**config.mk**
```make
export PLATFORM = sky130hd
export DESIGN_NAME = breaker_failure_scheme
export DESIGN_NICKNAME = d
export VERILOG_FILES = /design/src/breaker_failure_pkg.sv /design/src/level_detect.sv /design/src/pickup_timer.sv /design/src/breaker_failure_scheme.sv
export VERILOG_INCLUDE_DIRS = /design/src
export SDC_FILE = /design/constraint.sdc
export NUM_CORES = 1
export LEC_CHECK = 0
export ABC_AREA = 0
export BUFFER_PORTS_ARGS = -buffer_cell sky130_fd_sc_hd__buf_2
export CAP_MARGIN = 10
export CELL_PAD_IN_SITES_DETAIL_PLACEMENT = 1
export CELL_PAD_IN_SITES_GLOBAL_PLACEMENT = 2
export CORE_MARGIN = 5
export CORE_UTILIZATION = 33
export DETAILED_ROUTE_END_ITERATION = 7
export HOLD_SLACK_MARGIN = 0.1
export MAX_ROUTING_LAYER = met4
export PLACE_DENSITY = 0.79
export SLEW_MARGIN = 20
export SYNTH_ARGS = -nofsm -noshare
export SYNTH_HDL_FRONTEND = slang
export SYNTH_SLANG_ARGS = --single-unit
```
**constraint.sdc**
```tcl
create_clock -name clk -period 3.68 [get_ports clk]
set_input_delay 0.184 -clock clk [delete_from_list [all_inputs] [get_ports clk]]
set_output_delay 0.184 -clock clk [all_outputs]
set_load 0.01 [all_outputs]
```
**src/breaker_failure_defines.svh**
```systemverilog
// Constants of the breaker failure scheme.
// Notes on behaviour
// - Selected protection trip input starts the scheme.
// - Seal-in holds only while current exceeds supervision.
// - Optional current check gates accepted initiation.
// - Seal-in option latches only above supervision level.
// - Valid initiation re-trips the breaker at once.
// - Three enabled delayed paths declare zone trip.
// - Early path: delay, fast contact closed, current.
// - Main path: delay and current, no contacts.
// - Early/main expiry enables high detector, starts switch timer.
// - Slow path: contact, in-service, no current check.
// - Each path works only when enabled.
// - Zone trip held for programmable dropout period.
// - Current detectors reset well within 0.7 cycle.
// - Mode selects single-pole or three-pole operation.
// - Neutral supervision only in three-pole mode.
// - Stage status, target and trip indicator outputs.
// - Delays 0 to 65.535 s in 1 ms steps.
// - Pickup levels 0.001 to 30.000 pu.
// - Low detector takes over after its delay.
`ifndef BREAKER_FAILURE_DEFINES_SVH
`define BREAKER_FAILURE_DEFINES_SVH

`define TIME_W            16
`define LEVEL_W           15
`define CURRENT_W         16
`define TICK_CNT_W        17
`define CLK_PERIOD_NS     10
`define TICK_PERIOD_US    1000
`define TICK_CYCLES       ((`TICK_PERIOD_US * 1000) / `CLK_PERIOD_NS)
`define SYNC_W            5
`define SYNC_START        0
`define SYNC_FAST_AUX     1
`define SYNC_NORMAL_AUX   2
`define SYNC_OUT_SERVICE  3
`define SYNC_INHIBIT      4
`define SYNC_RST          5'h00
`define TIME_RST          16'h0000
`define TICK_CNT_RST      17'h00000
`define FLAG_RST          1'b0

`endif

```
**src/breaker_failure_pkg.sv**
```systemverilog
// Types shared by the breaker failure scheme modules.
`include "breaker_failure_defines.svh"

package breaker_failure_pkg;

  typedef enum logic [0:0]
  {
    POLE_SINGLE = 1'b0,
    POLE_THREE  = 1'b1
  } pole_mode_t;

  typedef struct packed
  {
    logic [`CURRENT_W-1:0] phase_a;
    logic [`CURRENT_W-1:0] phase_b;
    logic [`CURRENT_W-1:0] phase_c;
    logic [`CURRENT_W-1:0] neutral;
  } currents_t;

  typedef struct packed
  {
    logic                scheme_function_en;
    pole_mode_t          failure_pole_mode;
    logic                initiate_current_check_en;
    logic                latch_current_check_en;
    logic                early_path_en;
    logic                main_path_en;
    logic                slow_path_en;
    logic [`LEVEL_W-1:0] phase_supervision_level;
    logic [`LEVEL_W-1:0] neutral_supervision_level;
    logic [`LEVEL_W-1:0] phase_high_level;
    logic [`LEVEL_W-1:0] neutral_high_level;
    logic [`LEVEL_W-1:0] phase_low_level;
    logic [`LEVEL_W-1:0] neutral_low_level;
    logic [`TIME_W-1:0]  early_path_delay;
    logic [`TIME_W-1:0]  main_path_delay;
    logic [`TIME_W-1:0]  slow_path_delay;
    logic [`TIME_W-1:0]  low_level_switch_delay;
    logic [`TIME_W-1:0]  trip_hold_period;
  } scheme_settings_t;

  typedef struct packed
  {
    logic initiated;
    logic sealed;
    logic early_op;
    logic main_op;
    logic slow_op;
    logic high_level_active;
    logic low_level_active;
  } scheme_status_t;

  typedef struct packed
  {
    logic above;
  } level_state_t;

  typedef struct packed
  {
    logic [`TIME_W-1:0] count;
    logic               done;
  } timer_state_t;

  typedef struct packed
  {
    logic [`SYNC_W-1:0]     sync_first;
    logic [`SYNC_W-1:0]     sync_second;
    logic [`TICK_CNT_W-1:0] tick_count;
    logic                   tick;
    logic                   seal;
    logic                   retrip;
    logic                   trip;
    logic                   target;
    logic                   trip_led;
    scheme_status_t         status;
  } scheme_state_t;

endpackage : breaker_failure_pkg

```
**src/level_detect.sv**
```systemverilog
// Registered current level detector over three phases, plus neutral in three-pole mode.
`timescale 1ns/100ps
`include "breaker_failure_defines.svh"

module level_detect
(
  // Clock and reset
  input  wire logic                          clk,
  input  wire logic                          reset_n,
  // Measurement and thresholds
  input  wire breaker_failure_pkg::currents_t currents,
  input  wire logic [`LEVEL_W-1:0]            phase_level,
  input  wire logic [`LEVEL_W-1:0]            neutral_level,
  input  wire breaker_failure_pkg::pole_mode_t pole_mode,
  // Result
  output logic                               above
);

  breaker_failure_pkg::level_state_t state_reg;
  breaker_failure_pkg::level_state_t state_next;
  logic [`CURRENT_W-1:0]             phase_ref;
  logic [`CURRENT_W-1:0]             neutral_ref;

  assign phase_ref   = {1'b0, phase_level};
  assign neutral_ref = {1'b0, neutral_level};

  always_comb
  begin
    state_next = state_reg;
    // One-clock reset.
    // The decision is remade every clock, so it drops out within one clock period.
    state_next.above = (currents.phase_a > phase_ref) || (currents.phase_b > phase_ref)
                    || (currents.phase_c > phase_ref)
                    || ((pole_mode == breaker_failure_pkg::POLE_THREE)
                        && (currents.neutral > neutral_ref));
  end

  always_ff @(posedge clk or negedge reset_n)
  begin
    if (!reset_n)
      state_reg <= '{above: `FLAG_RST};
    else
      state_reg <= state_next;
  end

  assign above = state_reg.above;

endmodule : level_detect

```
**src/pickup_timer.sv**
```systemverilog
// Pickup timer counting protection ticks while its run input holds.
`timescale 1ns/100ps
`include "breaker_failure_defines.svh"

module pickup_timer
(
  // Clock and reset
  input  wire logic               clk,
  input  wire logic               reset_n,
  // Control
  input  wire logic               tick,
  input  wire logic               run,
  input  wire logic [`TIME_W-1:0] delay,
  // Result
  output logic                    done
);

  breaker_failure_pkg::timer_state_t state_reg;
  breaker_failure_pkg::timer_state_t state_next;

  always_comb
  begin
    state_next = state_reg;
    // Tick based count.
    // Dropping run restarts the delay from zero, like a definite-time element.
    if (!run)
    begin
      state_next.count = `TIME_RST;
      state_next.done  = 1'b0;
    end
    else if (state_reg.count >= delay)
      state_next.done = 1'b1;
    else if (tick)
      state_next.count = state_reg.count + 16'h0001;
  end

  always_ff @(posedge clk or negedge reset_n)
  begin
    if (!reset_n)
      state_reg <= '{count: `TIME_RST, done: `FLAG_RST};
    else
      state_reg <= state_next;
  end

  assign done = state_reg.done;

endmodule : pickup_timer

```
**src/breaker_failure_scheme.sv**
```systemverilog
// Breaker failure scheme: initiation, delayed failure paths and trip output.
`timescale 1ns/100ps
`include "breaker_failure_defines.svh"

module breaker_failure_scheme
#(
  parameter logic [`TICK_CNT_W-1:0] TICK_CYCLES = `TICK_CNT_W'(`TICK_CYCLES)
)
(
  // Clock and reset
  input  wire logic                                 clk,
  input  wire logic                                 reset_n,
  // Settings
  input  wire breaker_failure_pkg::scheme_settings_t settings,
  // Measured current magnitudes
  input  wire breaker_failure_pkg::currents_t        currents,
  // Scheme inputs from protection and breaker
  input  wire logic                                 three_pole_start_input,
  input  wire logic                                 fast_aux_closed,
  input  wire logic                                 normal_aux_closed,
  input  wire logic                                 out_of_service_input,
  input  wire logic                                 scheme_inhibit_input,
  // Scheme outputs
  output logic                                      retrip,
  output logic                                      zone_trip,
  output logic                                      failure_target,
  output logic                                      trip_indicator,
  output breaker_failure_pkg::scheme_status_t        status
);

  // ****************************************************************
  // Declarations
  // ****************************************************************

  breaker_failure_pkg::scheme_state_t state_reg;
  breaker_failure_pkg::scheme_state_t state_next;

  logic [`SYNC_W-1:0] pins;
  logic               start_in;
  logic               fast_aux;
  logic               normal_aux;
  logic               out_service;
  logic               block;
  logic               supervision_ok;
  logic               high_above;
  logic               low_above;
  logic               initiated;
  logic               active;
  logic               early_done;
  logic               main_done;
  logic               slow_done;
  logic               low_switch_done;
  logic               hold_done;
  logic               high_enabled;
  logic               fault_current;
  logic               early_op;
  logic               main_op;
  logic               slow_op;
  logic               trip_cause;

  // ****************************************************************
  // Input synchronisers and qualification
  // ****************************************************************

  assign pins[`SYNC_START]       = three_pole_start_input;
  assign pins[`SYNC_FAST_AUX]    = fast_aux_closed;
  assign pins[`SYNC_NORMAL_AUX]  = normal_aux_closed;
  assign pins[`SYNC_OUT_SERVICE] = out_of_service_input;
  assign pins[`SYNC_INHIBIT]     = scheme_inhibit_input;

  assign start_in    = state_reg.sync_second[`SYNC_START];
  assign fast_aux    = state_reg.sync_second[`SYNC_FAST_AUX];
  assign normal_aux  = state_reg.sync_second[`SYNC_NORMAL_AUX];
  assign out_service = state_reg.sync_second[`SYNC_OUT_SERVICE];

  assign block = state_reg.sync_second[`SYNC_INHIBIT] || !settings.scheme_function_en;

  // ****************************************************************
  // Current detectors
  // ****************************************************************

  level_detect supervision_detect
  (
    .clk           (clk),
    .reset_n       (reset_n),
    .currents      (currents),
    .phase_level   (settings.phase_supervision_level),
    .neutral_level (settings.neutral_supervision_level),
    .pole_mode     (settings.failure_pole_mode),
    .above         (supervision_ok)
  );

  level_detect high_detect
  (
    .clk           (clk),
    .reset_n       (reset_n),
    .currents      (currents),
    .phase_level   (settings.phase_high_level),
    .neutral_level (settings.neutral_high_level),
    .pole_mode     (settings.failure_pole_mode),
    .above         (high_above)
  );

  level_detect low_detect
  (
    .clk           (clk),
    .reset_n       (reset_n),
    .currents      (currents),
    .phase_level   (settings.phase_low_level),
    .neutral_level (settings.neutral_low_level),
    .pole_mode     (settings.failure_pole_mode),
    .above         (low_above)
  );

  // ****************************************************************
  // Initiation
  // ****************************************************************

  assign initiated = !block && start_in
                  && (!settings.initiate_current_check_en || supervision_ok);
  assign active    = initiated || (state_reg.seal && !block);

  // ****************************************************************
  // Failure path timers
  // ****************************************************************

  pickup_timer early_timer
  (
    .clk     (clk),
    .reset_n (reset_n),
    .tick    (state_reg.tick),
    .run     (active && settings.early_path_en),
    .delay   (settings.early_path_delay),
    .done    (early_done)
  );

  pickup_timer main_timer
  (
    .clk     (clk),
    .reset_n (reset_n),
    .tick    (state_reg.tick),
    .run     (active && settings.main_path_en),
    .delay   (settings.main_path_delay),
    .done    (main_done)
  );

  pickup_timer slow_timer
  (
    .clk     (clk),
    .reset_n (reset_n),
    .tick    (state_reg.tick),
    .run     (active && settings.slow_path_en),
    .delay   (settings.slow_path_delay),
    .done    (slow_done)
  );

  assign high_enabled = (early_done && settings.early_path_en)
                     || (main_done && settings.main_path_en);

  pickup_timer low_switch_timer
  (
    .clk     (clk),
    .reset_n (reset_n),
    .tick    (state_reg.tick),
    .run     (active && high_enabled),
    .delay   (settings.low_level_switch_delay),
    .done    (low_switch_done)
  );

  // Low level takeover.
  // The low detector alone would miss nothing, but would trip on resistor current too early.
  assign fault_current = low_switch_done ? low_above : high_above;

  assign early_op = active && settings.early_path_en && early_done && fast_aux
                 && fault_current;
  assign main_op  = active && settings.main_path_en && main_done && fault_current;
  assign slow_op  = active && settings.slow_path_en && slow_done && normal_aux
                 && !out_service;
  assign trip_cause = early_op || main_op || slow_op;

  pickup_timer hold_timer
  (
    .clk     (clk),
    .reset_n (reset_n),
    .tick    (state_reg.tick),
    .run     (state_reg.trip && !trip_cause && !block),
    .delay   (settings.trip_hold_period),
    .done    (hold_done)
  );

  // ****************************************************************
  // Next state
  // ****************************************************************

  always_comb
  begin
    state_next             = state_reg;
    state_next.sync_first  = pins;
    state_next.sync_second = state_reg.sync_first;
    if (state_reg.tick_count >= TICK_CYCLES - 17'h00001)
    begin
      state_next.tick_count = `TICK_CNT_RST;
      state_next.tick       = 1'b1;
    end
    else
    begin
      state_next.tick_count = state_reg.tick_count + 17'h00001;
      state_next.tick       = 1'b0;
    end
    state_next.seal   = settings.latch_current_check_en && active && supervision_ok;
    state_next.retrip = active;
    if (block)
      state_next.trip = 1'b0;
    else if (trip_cause)
      state_next.trip = 1'b1;
    else if (hold_done)
      state_next.trip = 1'b0;
    state_next.target                   = state_next.trip;
    state_next.trip_led                 = state_next.trip;
    state_next.status.initiated         = initiated;
    state_next.status.sealed            = state_reg.seal && !block;
    state_next.status.early_op          = early_op;
    state_next.status.main_op           = main_op;
    state_next.status.slow_op           = slow_op;
    state_next.status.high_level_active = active && high_enabled && !low_switch_done;
    state_next.status.low_level_active  = active && high_enabled && low_switch_done;
  end

  always_ff @(posedge clk or negedge reset_n)
  begin
    if (!reset_n)
    begin
      state_reg <= '{sync_first: `SYNC_RST, sync_second: `SYNC_RST,
                     tick_count: `TICK_CNT_RST, tick: `FLAG_RST, seal: `FLAG_RST,
                     retrip: `FLAG_RST, trip: `FLAG_RST, target: `FLAG_RST,
                     trip_led: `FLAG_RST, status: '0};
    end
    else
      state_reg <= state_next;
  end

  assign retrip         = state_reg.retrip;
  assign zone_trip      = state_reg.trip;
  assign failure_target = state_reg.target;
  assign trip_indicator = state_reg.trip_led;
  assign status         = state_reg.status;
endmodule : breaker_failure_scheme

```
==> results.py <==
metrics = {
    "synthesis": {
        "muxShareOfSynthArea": 0.004978,
        "synth_top_family_by_area": "adder cells",
        "netlist_area_sq_mm": 0.01206,
        "ys_warn_count": 0,
        "synth-main-ff-cell": "dfrtp_1",
        "netlist.top_cell.by_area": "ha_1",
        "synth_edf_count": 0,
        "synth_cell_types": 56,
        "synth_nets": 1928,
        "yosys.area_share.simple": 0.1881,
        "synth-seq-area-share": 0.2614,
        "yosysMostFrequentCell": "ha_1",
        "synth_xor_area_frac": 0.04574,
        "async_flop_share": 1.000,
        "postSynthAreaPerCell_sq_um": 8.532,
        "synth-adder-area-share": 0.2759,
        "synthDominantCellAreaShare": 0.2759,
        "ys_ff_latch": 126,
        "yosys-top-cells-area": "ha_1 (28%), dfrtp_1 (26%), inv_1 (6.1%)",
        "synth_compound_area_frac": 0.1518,
        "syn_inst": 1414,
        "synthTopCellsByCount": "ha_1 (266), inv_1 (195), dfrtp_1 (126)",
    },
    "status": {
        "status": "finished clean",
    },
    "floorplanning": {
        "start_util": 0.3319,
        "die-area_sq_mm": 0.04048,
        "die_x_um": 201.2,
        "rows": 70,
        "core_sq_mm": 0.03635,
        "io_pins": 259,
        "fp.dieH_um": 201.2,
    },
    "setup_path": {
        "arrival_ns": 3.14,
        "startpoint_type": "flop",
        "r2r-end": "hold_timer.state_reg[16]",
        "rr_worst_depth": 8,
        "crit_path_max_fanout": 17,
        "cp_data_required_time_ns": 4.00,
        "startpoint": "hold_timer.state_reg[3]",
        "crit_path_end": "hold_timer.state_reg[16]",
        "reg2reg_from": "hold_timer.state_reg[3]",
        "crit_type": "flop to flop",
        "r2r_slack_ns": 0.87,
        "endpoint_kind": "flop",
    },
    "grt": {
        "antenna_found_initial": 16,
        "grt_pass1_vias": 12150,
        "grt_pass1_wl_um": 62770,
        "grt_start_max_net_pins": 67,
        "grtUsageTotal": 0.1942,
        "overflow": 0,
    },
    "pwr": {
        "ir_drop_v": 0.0003272,
        "p_total_mw": 4.018,
        "power_density_mw_per_mm2": 274.6,
        "p_leak_nw": 7.440,
    },
    "placement": {
        "place_congestion": 0.9102,
        "portBuffers": 258,
        "dp.final_hpwl_um": 32370,
        "dp_cells": 2119,
    },
    "clock_tree": {
        "clk_latency_ns": 0.43,
        "clkTransAtPathRegs_ns": 0.06,
        "htreeDepth": 4,
        "cts_buffers": 17,
        "cts_tree": "done",
        "cts_setup_buffers": 0,
        "root_buffer": "clkbuf_16",
        "clock-sinks": 126,
        "clockBufferDepth": 2,
    },
    "timing": {
        "rsz0062_at_grt": "no",
        "slew-limit-headroom": 0.3820,
        "final_hold_viol_count": 0,
        "tns_ns": 0,
        "fmax_mhz": 355.6,
        "tightest_slew_ns": 0.9270,
        "fin_crit_sh": 0.7641,
        "report.final.slew_viol_count": 0,
        "setup_violations": 0,
        "fin_skew_ns": 0.01138,
        "final.min_clock_period_ns": 2.812,
    },
    "min_path": {
        "hp-class": "input port to flop",
    },
    "final_layout": {
        "largest_reg_flops": 20,
        "layout.nets": 2193,
        "fin_cells": 2175,
        "fillerInstances": 4430,
        "area_growth_pct": 21.28,
        "layout-drive-gt1-share": 0.1785,
        "multi_input_comb_area_sq_mm": 0.008041,
        "register_area_sq_mm": 0.003153,
    },
    "detailed_routing": {
        "route.detailed.drc": 0,
        "wl_per_cell_um": 17.62,
        "wl_um": 38310,
        "first_pass_iters": 6,
        "vias": 11150,
        "drtAntennaViolNets": 0,
        "vias_per_cell": 5.126,
        "drtIter0Drc": 307,
    },
    "run": {
        "maxCapViolations": 0,
    },
}
==> where the power goes <==
group | internal, mW | total (mW) | switching (mW) | leakage [nW]
sequential | 1.39 | 1.40 | 0.00315 | 1.71
clock | 1.20 | 1.86 | 0.656 | 0.299
combinational | 0.338 | 0.765 | 0.428 | 5.43
total | 2.93 | 4.02 | 1.09 | 7.44
==> cells by family (layout without fill, tap and decap cells) <==
logic type	after synthesis	in the layout
AOI/OAI and AO/OA	290	290
buffers and inverters	222	500
and+or+nand+nor	441	441
other	0	15
xor gates and xnor gates	63	63
adders and majority gates	266	266
DFF	126	126
muxes	6	6
==> worst max-delay path: stages, from the launching register on <==
cell      delay [ns]
dfrtp_1         0.43
ha_1            0.31
a211oi_1        0.22
o21ai_0         0.11
a21oi_1         0.23
o221ai_2        0.33
or2_2           0.43
or4_1           0.51
a21oi_1         0.15
==> repair_timing <==
item | 4_1_cts | 5_1_grt
gates resized for setup | 0 | 0
hold endpoints to repair | 73 | 0
hold buffers | 9 | 0
==> worst min path at each step <==
stage | startpoint | to | cells past startpoint
after floorplan | reset_n | early_timer.done | 0
after global placement | scheme_inhibit_input | state_next[34] | 1
after detailed placement | normal_aux_closed | state_next[32] | 1
after CTS | settings[174] | status[6] | 4
after global routing | settings[176] | status[5] | 3
final | settings[174] | status[6] | 4
==> placed cells by master (no fill, tap or decap), types with 18 or more instances in the layout <==
cell type	count
inv_1	195
a21oi_1	95
o21ai_0	68
nor3_1	21
a21o_1	20
ha_1	266
buf_2	257
dfrtp_1	126
xnor2_1	31
nor2_1	116
a211oi_1	22
xor2_1	32
o21a_1	18
nor2b_1	23
and3_1	20
nand3_1	45
nand2_1	79
nand4_1	51
==> area by class of cell <==
type	instances	share of cell area
clock inverters	14	0.01471
flip-flops and latches	126	0.2155
diodes	15	0.002565
inverters	196	0.05028
repair buffers	272	0.09800
multi-input cells	1066	0.5496
clock buffers	18	0.02933
well taps	468	0.04002
==> metrics by stage <==
step / setup WS (ns) / hold slack [ns] / utilization / area [sq um]
final: 0.8682 / 0.1372 / 0.4025 / 14630
after global routing: 0.6620 / 0.1483 / 0.4024 / 14630
after CTS: 0.8547 / 0.1021 / 0.4015 / 14590
after detailed placement: 0.7725 / 0.2949 / 0.3813 / 13860
after global placement: 0.7496 / 0.2961 / 0.3813 / 13860
after floorplan: 1.143 / -0.1116 / - / 12060
==> per-layer routing <==
layer | vias up | GRT usage | routed length [um]
met5 | - | - | 0
met4 | 0 | 0.04443 | 558
met2 | 249 | 0.3339 | 18630
met3 | 32 | 0.04174 | 1945
met1 | 5269 | 0.2348 | 17180
li1 | 5599 | - | -
Note: power is estimated with default switching activity, not from simulation.
